**src/logic/rsoc_pkg.sv**
```systemverilog
package rsoc_pkg;

  // Source-select codes and their field width.
  localparam int unsigned SEL_W         = 5;
  localparam logic [4:0]  SRC_NONE      = 5'h00;
  localparam logic [4:0]  SRC_RUNNING   = 5'h03;
  localparam logic [4:0]  SRC_NO_ALARM  = 5'h0a;
  localparam logic [4:0]  SRC_CUR_LIMIT = 5'h0b;
  localparam logic [4:0]  SRC_CTRL_WORD = 5'h1d;
  localparam logic [4:0]  SRC_MOTOR_ALT = 5'h1e;
  localparam logic [4:0]  SRC_MAX       = 5'h1e;
  localparam int unsigned FLAG_W        = 29;

  // Values after reset.
  localparam logic [4:0]  RST_SEL1      = SRC_NO_ALARM;
  localparam logic [4:0]  RST_SEL2      = SRC_RUNNING;
  localparam logic [9:0]  RST_ON_DLY_S  = 10'h000;
  localparam logic [9:0]  RST_OFF_DLY_S = 10'h000;

  // Control-word bit positions that drive the relays.
  localparam int unsigned CW_BIT_RELAY1 = 11;
  localparam int unsigned CW_BIT_RELAY2 = 12;

  // Delay range in seconds.
  localparam int unsigned DLY_W         = 10;
  localparam logic [9:0]  MAX_DLY_S     = 10'h258;

  // Running threshold: 0.1 Hz, in units of 0.1 Hz.
  localparam logic [15:0] RUN_MIN_DHZ   = 16'h0001;

  // Timing: one-second base derived from the clock rate.
  localparam int unsigned CLK_HZ        = 25000000;
  localparam int unsigned SEC_BASE_S    = 1;
  localparam int unsigned CYCLES_PER_SEC = SEC_BASE_S * CLK_HZ;

  // Delay-unit states, one-hot.
  typedef enum logic [3:0] {
    DLY_OFF      = 4'b0001,
    DLY_ON_WAIT  = 4'b0010,
    DLY_ON       = 4'b0100,
    DLY_OFF_WAIT = 4'b1000
  } rsoc_dly_state_t;

endpackage

```
**src/logic/rsoc_dly_if.sv**
```systemverilog
`timescale 1ns/1ps
interface rsoc_dly_if;
  logic       cond;
  logic [9:0] on_dly;
  logic [9:0] off_dly;
  logic       relay;

  modport ctrl (output cond, output on_dly, output off_dly, input relay);
  modport unit (input cond, input on_dly, input off_dly, output relay);
endinterface

```
**src/logic/rsoc_delay.sv**
```systemverilog
`timescale 1ns/1ps
module rsoc_delay #(
  parameter int unsigned CYC_PER_SEC = rsoc_pkg::CYCLES_PER_SEC
) (
  input  wire logic  i_clock,
  input  wire logic  i_rst_n,
  rsoc_dly_if.unit   dly
);

  localparam int unsigned CW = $clog2(CYC_PER_SEC + 1);
  localparam logic [CW-1:0] CYC_LAST = CW'(CYC_PER_SEC - 1);

  typedef struct packed {
    rsoc_pkg::rsoc_dly_state_t state;
    logic [CW-1:0]             cyc;
    logic [9:0]                sec;
  } rsoc_dly_st_t;

  rsoc_dly_st_t st_r;
  rsoc_dly_st_t st_nxt;
  logic         sec_done;
  logic [9:0]   sec_inc;

  // Seconds are counted from the moment the wait starts, so a delay is
  // exact to the cycle rather than jittered by a free-running tick.
  always_comb begin
    st_nxt   = st_r;
    sec_done = (st_r.cyc == CYC_LAST);
    sec_inc  = st_r.sec + 10'h001;
    unique case (st_r.state)
      rsoc_pkg::DLY_OFF: begin
        st_nxt.cyc = '0;
        st_nxt.sec = '0;
        if (dly.cond) begin
          st_nxt.state = (dly.on_dly == '0) ? rsoc_pkg::DLY_ON
                                            : rsoc_pkg::DLY_ON_WAIT;
        end
      end
      rsoc_pkg::DLY_ON_WAIT: begin
        if (!dly.cond) begin
          // The timer is cleared here so that a later rise waits in full.
          st_nxt.state = rsoc_pkg::DLY_OFF;
          st_nxt.cyc   = '0;
          st_nxt.sec   = '0;
        end else if (sec_done) begin
          st_nxt.cyc = '0;
          st_nxt.sec = sec_inc;
          if (sec_inc >= dly.on_dly) begin
            st_nxt.state = rsoc_pkg::DLY_ON;
          end
        end else begin
          st_nxt.cyc = st_r.cyc + CW'(1);
        end
      end
      rsoc_pkg::DLY_ON: begin
        st_nxt.cyc = '0;
        st_nxt.sec = '0;
        if (!dly.cond) begin
          st_nxt.state = (dly.off_dly == '0) ? rsoc_pkg::DLY_OFF
                                             : rsoc_pkg::DLY_OFF_WAIT;
        end
      end
      rsoc_pkg::DLY_OFF_WAIT: begin
        if (dly.cond) begin
          st_nxt.state = rsoc_pkg::DLY_ON;
          st_nxt.cyc   = '0;
          st_nxt.sec   = '0;
        end else if (sec_done) begin
          st_nxt.cyc = '0;
          st_nxt.sec = sec_inc;
          if (sec_inc >= dly.off_dly) begin
            st_nxt.state = rsoc_pkg::DLY_OFF;
          end
        end else begin
          st_nxt.cyc = st_r.cyc + CW'(1);
        end
      end
      default: begin
        st_nxt.state = rsoc_pkg::DLY_OFF;
      end
    endcase
  end

  // State register.
  always_ff @(posedge i_clock or negedge i_rst_n) begin
    if (!i_rst_n) begin
      st_r <= '{state: rsoc_pkg::DLY_OFF, cyc: '0, sec: '0};
    end else begin
      st_r <= st_nxt;
    end
  end

  // The relay is held while on or while an off-delay is pending.
  assign dly.relay = (st_r.state == rsoc_pkg::DLY_ON) ||
                     (st_r.state == rsoc_pkg::DLY_OFF_WAIT);
endmodule // rsoc_delay

```
**src/logic/rsoc_top.sv**
```systemverilog
// Operation
// - Select codes 0..30 choose relay source.
// - Reset selects: relay one 10, two 3.
// - Relay follows selected condition, relay one after delays.
// - Control-word bits 11/12 drive relays one/two.
// - Bus timeout cuts control-word driven relays.
// - Relay one on-delay 0..600 s, default 0.
// - Relay one off-delay 0..600 s.
// - Code 30 follows internal motor-alternation timer.
// - Running means start command or frequency >0.1 Hz.
// - Current limit means current above its setting.
`timescale 1ns/1ps
module rsoc_top #(
  parameter int unsigned CYC_PER_SEC = rsoc_pkg::CYCLES_PER_SEC
) (
  input  wire logic        i_clock,
  input  wire logic        i_rst_n,
  input  wire logic        i_cfg_write,
  input  wire logic [4:0]  i_first_relay_source_select,
  input  wire logic [4:0]  i_second_relay_source_select,
  input  wire logic [9:0]  i_first_relay_switch_on_delay,
  input  wire logic [9:0]  i_first_relay_switch_off_delay,
  input  wire logic [28:0] i_status_flags,
  input  wire logic        i_start_cmd,
  input  wire logic [15:0] i_out_freq_dhz,
  input  wire logic [15:0] i_out_current,
  input  wire logic [15:0] i_current_limit,
  input  wire logic [15:0] i_ctrl_word,
  input  wire logic        i_bus_timeout,
  input  wire logic [15:0] i_alt_interval_s,
  output logic             o_relay1,
  output logic             o_relay2,
  output logic             o_alternation,
  output logic [4:0]       o_first_relay_source_select,
  output logic [4:0]       o_second_relay_source_select
);

  localparam int unsigned CW = $clog2(CYC_PER_SEC + 1);
  localparam logic [CW-1:0] CYC_LAST = CW'(CYC_PER_SEC - 1);

  typedef struct packed {
    logic [4:0]    sel1;
    logic [4:0]    sel2;
    logic [9:0]    on_dly;
    logic [9:0]    off_dly;
    logic [CW-1:0] div;
    logic [15:0]   alt_sec;
    logic          alt;
    logic          cond1;
    logic          relay1;
    logic          relay2;
  } rsoc_top_st_t;

  rsoc_top_st_t st_r;
  rsoc_top_st_t st_nxt;
  logic [28:0]  flags;
  logic         cut1;
  logic         cut2;

  rsoc_dly_if dly_if ();

  // Picks the condition for one relay from its select code. Codes above
  // the last valid one read as no function.
  function automatic logic rsoc_src_cond(input logic [4:0]  sel,
                                         input logic [28:0] fl,
                                         input logic        cw_bit,
                                         input logic        alt);
    logic res;
    res = 1'b0;
    if (sel == rsoc_pkg::SRC_CTRL_WORD) begin
      res = cw_bit;
    end else if (sel == rsoc_pkg::SRC_MOTOR_ALT) begin
      res = alt;
    end else if (sel < rsoc_pkg::SRC_CTRL_WORD) begin
      res = fl[sel];
    end
    return res;
  endfunction

  // Condition vector indexed by select code; three entries are set here.
  always_comb begin
    flags = i_status_flags;
    flags[rsoc_pkg::SRC_NONE] = 1'b0;
    flags[rsoc_pkg::SRC_RUNNING] = i_start_cmd ||
      (i_out_freq_dhz > rsoc_pkg::RUN_MIN_DHZ);
    flags[rsoc_pkg::SRC_CUR_LIMIT] =
      (i_out_current > i_current_limit);
  end

  // A bus timeout only affects relays that the control word is holding.
  assign cut1 = i_bus_timeout &&
                (st_r.sel1 == rsoc_pkg::SRC_CTRL_WORD);
  assign cut2 = i_bus_timeout &&
                (st_r.sel2 == rsoc_pkg::SRC_CTRL_WORD);

  // Next state: configuration, alternation timer and relay drives.
  always_comb begin
    st_nxt = st_r;
    // Out-of-range values are ignored so a bad write cannot leave an
    // undefined code or a delay longer than the relay can count.
    if (i_cfg_write) begin
      if (i_first_relay_source_select <= rsoc_pkg::SRC_MAX) begin
        st_nxt.sel1 = i_first_relay_source_select;
      end
      if (i_second_relay_source_select <= rsoc_pkg::SRC_MAX) begin
        st_nxt.sel2 = i_second_relay_source_select;
      end
      if (i_first_relay_switch_on_delay <= rsoc_pkg::MAX_DLY_S) begin
        st_nxt.on_dly = i_first_relay_switch_on_delay;
      end
      if (i_first_relay_switch_off_delay <= rsoc_pkg::MAX_DLY_S) begin
        st_nxt.off_dly = i_first_relay_switch_off_delay;
      end
    end
    // Seconds divider and alternation timer; an interval of zero holds.
    if (st_r.div == CYC_LAST) begin
      st_nxt.div = '0;
      if (i_alt_interval_s != '0) begin
        if (st_r.alt_sec + 16'h0001 >= i_alt_interval_s) begin
          st_nxt.alt_sec = '0;
          st_nxt.alt     = ~st_r.alt;
        end else begin
          st_nxt.alt_sec = st_r.alt_sec + 16'h0001;
        end
      end
    end else begin
      st_nxt.div = st_r.div + CW'(1);
    end
    // Relay one goes through the delay unit; the cut bypasses the delay
    // so a lost bus releases the contact at once.
    st_nxt.cond1 = rsoc_src_cond(st_r.sel1, flags,
                                 i_ctrl_word[rsoc_pkg::CW_BIT_RELAY1],
                                 st_r.alt) && !cut1;
    st_nxt.relay1 = dly_if.relay && !cut1;
    st_nxt.relay2 = rsoc_src_cond(st_r.sel2, flags,
                                  i_ctrl_word[rsoc_pkg::CW_BIT_RELAY2],
                                  st_r.alt) && !cut2;
  end

  // State register with documented defaults.
  always_ff @(posedge i_clock or negedge i_rst_n) begin
    if (!i_rst_n) begin
      st_r <= '{sel1: rsoc_pkg::RST_SEL1,
                sel2: rsoc_pkg::RST_SEL2,
                on_dly: rsoc_pkg::RST_ON_DLY_S,
                off_dly: rsoc_pkg::RST_OFF_DLY_S,
                div: '0, alt_sec: '0, alt: 1'b0,
                cond1: 1'b0, relay1: 1'b0, relay2: 1'b0};
    end else begin
      st_r <= st_nxt;
    end
  end

  // Delay unit feeds.
  assign dly_if.cond    = st_r.cond1;
  assign dly_if.on_dly  = st_r.on_dly;
  assign dly_if.off_dly = st_r.off_dly;

  rsoc_delay #(
    .CYC_PER_SEC (CYC_PER_SEC)
  ) u_delay (
    .i_clock (i_clock),
    .i_rst_n (i_rst_n),
    .dly     (dly_if.unit)
  );

  // Outputs straight from the state register.
  assign o_relay1                     = st_r.relay1;
  assign o_relay2                     = st_r.relay2;
  assign o_alternation                = st_r.alt;
  assign o_first_relay_source_select  = st_r.sel1;
  assign o_second_relay_source_select = st_r.sel2;
endmodule // rsoc_top

```
**config.mk**
```make
export PLATFORM = sky130hd
export DESIGN_NAME = rsoc_top
export DESIGN_NICKNAME = d
export VERILOG_FILES = /design/src/logic/rsoc_pkg.sv /design/src/logic/rsoc_dly_if.sv /design/src/logic/rsoc_delay.sv /design/src/logic/rsoc_top.sv
export SDC_FILE = /design/constraint.sdc
export NUM_CORES = 1
export LEC_CHECK = 0
export BUFFER_PORTS_ARGS = -buffer_cell sky130_fd_sc_hd__buf_2
export CAP_MARGIN = 20
export CORE_ASPECT_RATIO = 1.5
export CORE_MARGIN = 5
export CORE_UTILIZATION = 45
export DETAILED_ROUTE_END_ITERATION = 10
export PLACE_DENSITY = 0.77
export SLEW_MARGIN = 25
export SYNTH_ARGS = -nofsm -noshare
export SYNTH_HDL_FRONTEND = slang
export SYNTH_SLANG_ARGS = --single-unit
```
**constraint.sdc**
```tcl
create_clock -name i_clock -period 3.3 [get_ports i_clock]
set_input_delay 0.33 -clock i_clock [delete_from_list [all_inputs] [get_ports i_clock]]
set_output_delay 0.33 -clock i_clock [all_outputs]
set_load 0.01 [all_outputs]
```
==> results.cfg <==
[status]
outcome = finished, violations left
violations = negative hold slack

[clock_tree]
cts_sinks = 114
path_clk_slew_ns = 0.05
clk_latency_ns = 0.41
htree_levels = 4
cts_hold_buf = 0
cts_buffers = 17
cts_root_buf = clkbuf_16
tritoncts = built
clockBufferDepth = 2

[run]
drv_cap = 0

[finish]
mostFrequentLayoutCells = buf_2 (137), dfrtp_1 (109), nand2_1 (90), nor2_1 (77), o21ai_0 (61)
area_growth_pct = 21.2
fill_cells = 1473
final_common_cell = buf_2
finalInstanceArea_sq_um = 9350
fin_nets = 1201
drive_gt1_frac = 0.250

[synth]
synthDistinctLibCells = 70
synth-main-ff-cell = dfrtp_1
synth_area_per_cell_sq_um = 9.02
yosys_warnings = 0
syn-num-nets = 1056
ys_ff_latch = 114
syn-instance-count = 856
yosys.area.top_type_share = 0.353
yosysTopAreaCell = dfrtp_1
synth_area_leaders = dfrtp_1 (35%), ha_1 (9.1%), nand2_1 (4.4%)
synth-async-reset-ratio = 1.00
mappedNetlistArea_sq_um = 7720
synth_edf_count = 0
ys_seq_area_frac = 0.370

[power_and_ir_drop]
peakVddDrop_v = 0.000701
total_leakage_power_nw = 4.61
power.total_w = 0.00461
powerDensity_nw_per_um2 = 492

[timing]
finalCritPeriodShare = 0.966
whs_ns = -0.0117
slew_headroom = 0.500
fin_crit_ns = 3.19
worst_slew_pin_slew_ns = 0.750
finalWorstSetupSlack_ns = 0.111
slew_viol_final = 0
hold_viol = 13
skew_ns = 0.00981
finalSetupViolations = 0
fmax_ghz = 0.314

[global_routing]
antenna_found_initial = 4
grt_pass1_wl_mm = 32.2
grt_max_degree = 60
first_global_vias = 6953
overflow = 0
grt_util_all_layers = 0.204

[placed_design]
hpwl_mm = 15.4
portBuffers = 138
place_ws_ns = -0.0604
place_area_sq_um = 8640
place.gp.congestion = 0.862

[worst_setup_path]
crit_path_top_delay_cell = or4_4
cp_max_fo = 6
cp_cell_sequence = ha_2 -> and3_1 -> and3_4 -> and2_4 -> and3_4 -> xor2_1 -> ha_1 -> nand2_1 -> or4_4 -> a21oi_4 -> or2_4 -> nor2_2 -> buf_4 -> a22o_1
cp_top_family = simple AND/OR/NAND/NOR gates
crit_path_start_kind = flip-flop
critPathArrivalTime_ns = 3.49
crit_type = reg2reg
cpMostUsedCell = and3_4
crit_required_ns = 3.60
critPathBufInv = 1
cp_slowest_stage_delay_ns = 0.53
cp-end-kind = flip-flop

[drt]
wire_per_inst_microns = 16.3
vias = 6990
ant_nets = 0
drc = 0
first_pass_iters = 5
routed_wirelength_mm = 20.1
drtIter0Drc = 343
viasPerCell = 5.70

[die]
initial_core_util = 0.458
rows = 58
dieWidth_microns = 117
dieArea_sq_um = 19900
pin_count = 157
die_h_microns = 170
coreArea_sq_um = 16800

[hold_path]
hold_path.class = in2async
## timing repair
action | 4_1_cts | 5_1_grt
setup buffers | 1 | 2
endpoints found under the setup margin | 16 | 17
pin swaps | 1 | 2
resized for setup | 4 | 12
gates cloned | 0 | 0
## final cells by class
class	instances	area, sq um	share of cell area
multi-input combinational	648	4490	0.480
clock inverter	10	154	0.0165
timing repair buffer	161	878	0.0939
antenna	3	7.51	0.000803
inverter	59	221	0.0237
sequential	114	2860	0.306
tap	210	263	0.0281
clock buffer	22	484	0.0518
## per-stage QoR
step | TNS, ns | util | cells | hold WS (ns)
3_3_place_gp | 0 | 0.513 | 1189 | 0.442
4_1_cts | 0 | 0.552 | 1222 | 0.000908
6_report | 0 | 0.556 | 1227 | -0.0117
5_1_grt | -0.0228 | 0.556 | 1227 | 0.0410
3_5_place_dp | -0.353 | 0.513 | 1189 | 0.443
2_1_floorplan | 0 | - | 856 | 0.0344
## synth_stat cells, types with 5 or more instances
master	instances
nor3_1	20
ha_1	56
xnor2_1	32
a211oi_1	7
dfrtp_1	109
o21ai_0	64
clkbuf_1	16
mux2_2	14
xor2_1	32
and4_1	5
a21o_1	14
inv_1	59
nand2_1	90
mux4_2	10
mux2i_1	6
buf_2	5
a21oi_1	23
nor4_1	15
a31oi_1	7
nand3_1	42
and3_1	17
dfstp_2	5
nor2b_1	10
nor2_1	78
or3_1	8
buf_4	10
a22o_1	9
nand4_1	21
## flip-flops by register name, summed over array words and instances (netlist names)
name	count
dly_if.on_dly	10
st_r	41
o_first_relay_source_select	5
o_relay1	1
o_alternation	1
dly_if.off_dly	10
u_delay.st_r	39
o_relay2	1
dly_if.cond	1
o_second_relay_source_select	5
## path summary, 6_finish.rpt
path                       slack [ns]                         startpoint  cells after the start                              to
max                              0.11                            st_r[4]                     14                        st_r[12]
min                             -0.01                            i_rst_n                      1               dly_if.off_dly[6]
max reg2reg                      0.11                            st_r[4]                     14                        st_r[12]
min reg2reg                      0.50                           st_r[20]                      1                        st_r[20]
max in group asynchronous        2.46                            i_rst_n                      2  o_first_relay_source_select[1]
min in group i_clock             0.14  i_first_relay_switch_off_delay[8]                      3               dly_if.off_dly[8]
## kinds of logic (layout without fill, tap and decap cells)
kind of cell | count (synthesis) | count (layout) | share of synthesized area
simple gates | 340 | 340 | 0.224
compound gates | 156 | 156 | 0.127
flops | 114 | 114 | 0.370
buf+inv | 94 | 252 | 0.0543
xor+xnor | 64 | 64 | 0.0726
fa+ha+maj | 56 | 56 | 0.0908
mux | 32 | 32 | 0.0613
other cells | 0 | 3 | 0
## where the power goes
part	switching, W	internal (W)	leakage (nW)
sequential	0.000135	0.00150	1.50
combinational	0.000594	0.000410	2.79
clock	0.000633	0.00134	0.320
total	0.00136	0.00324	4.61
## layer usage
layer / wire [microns] / share of wire / GRT usage
met5: 0 / 0 / 0
met4: 639 / 0.032 / 0.0878
met2: 10700 / 0.54 / 0.368
met1: 7710 / 0.38 / 0.229
met3: 958 / 0.048 / 0.0395
Note: power is estimated with default switching activity, not from simulation.
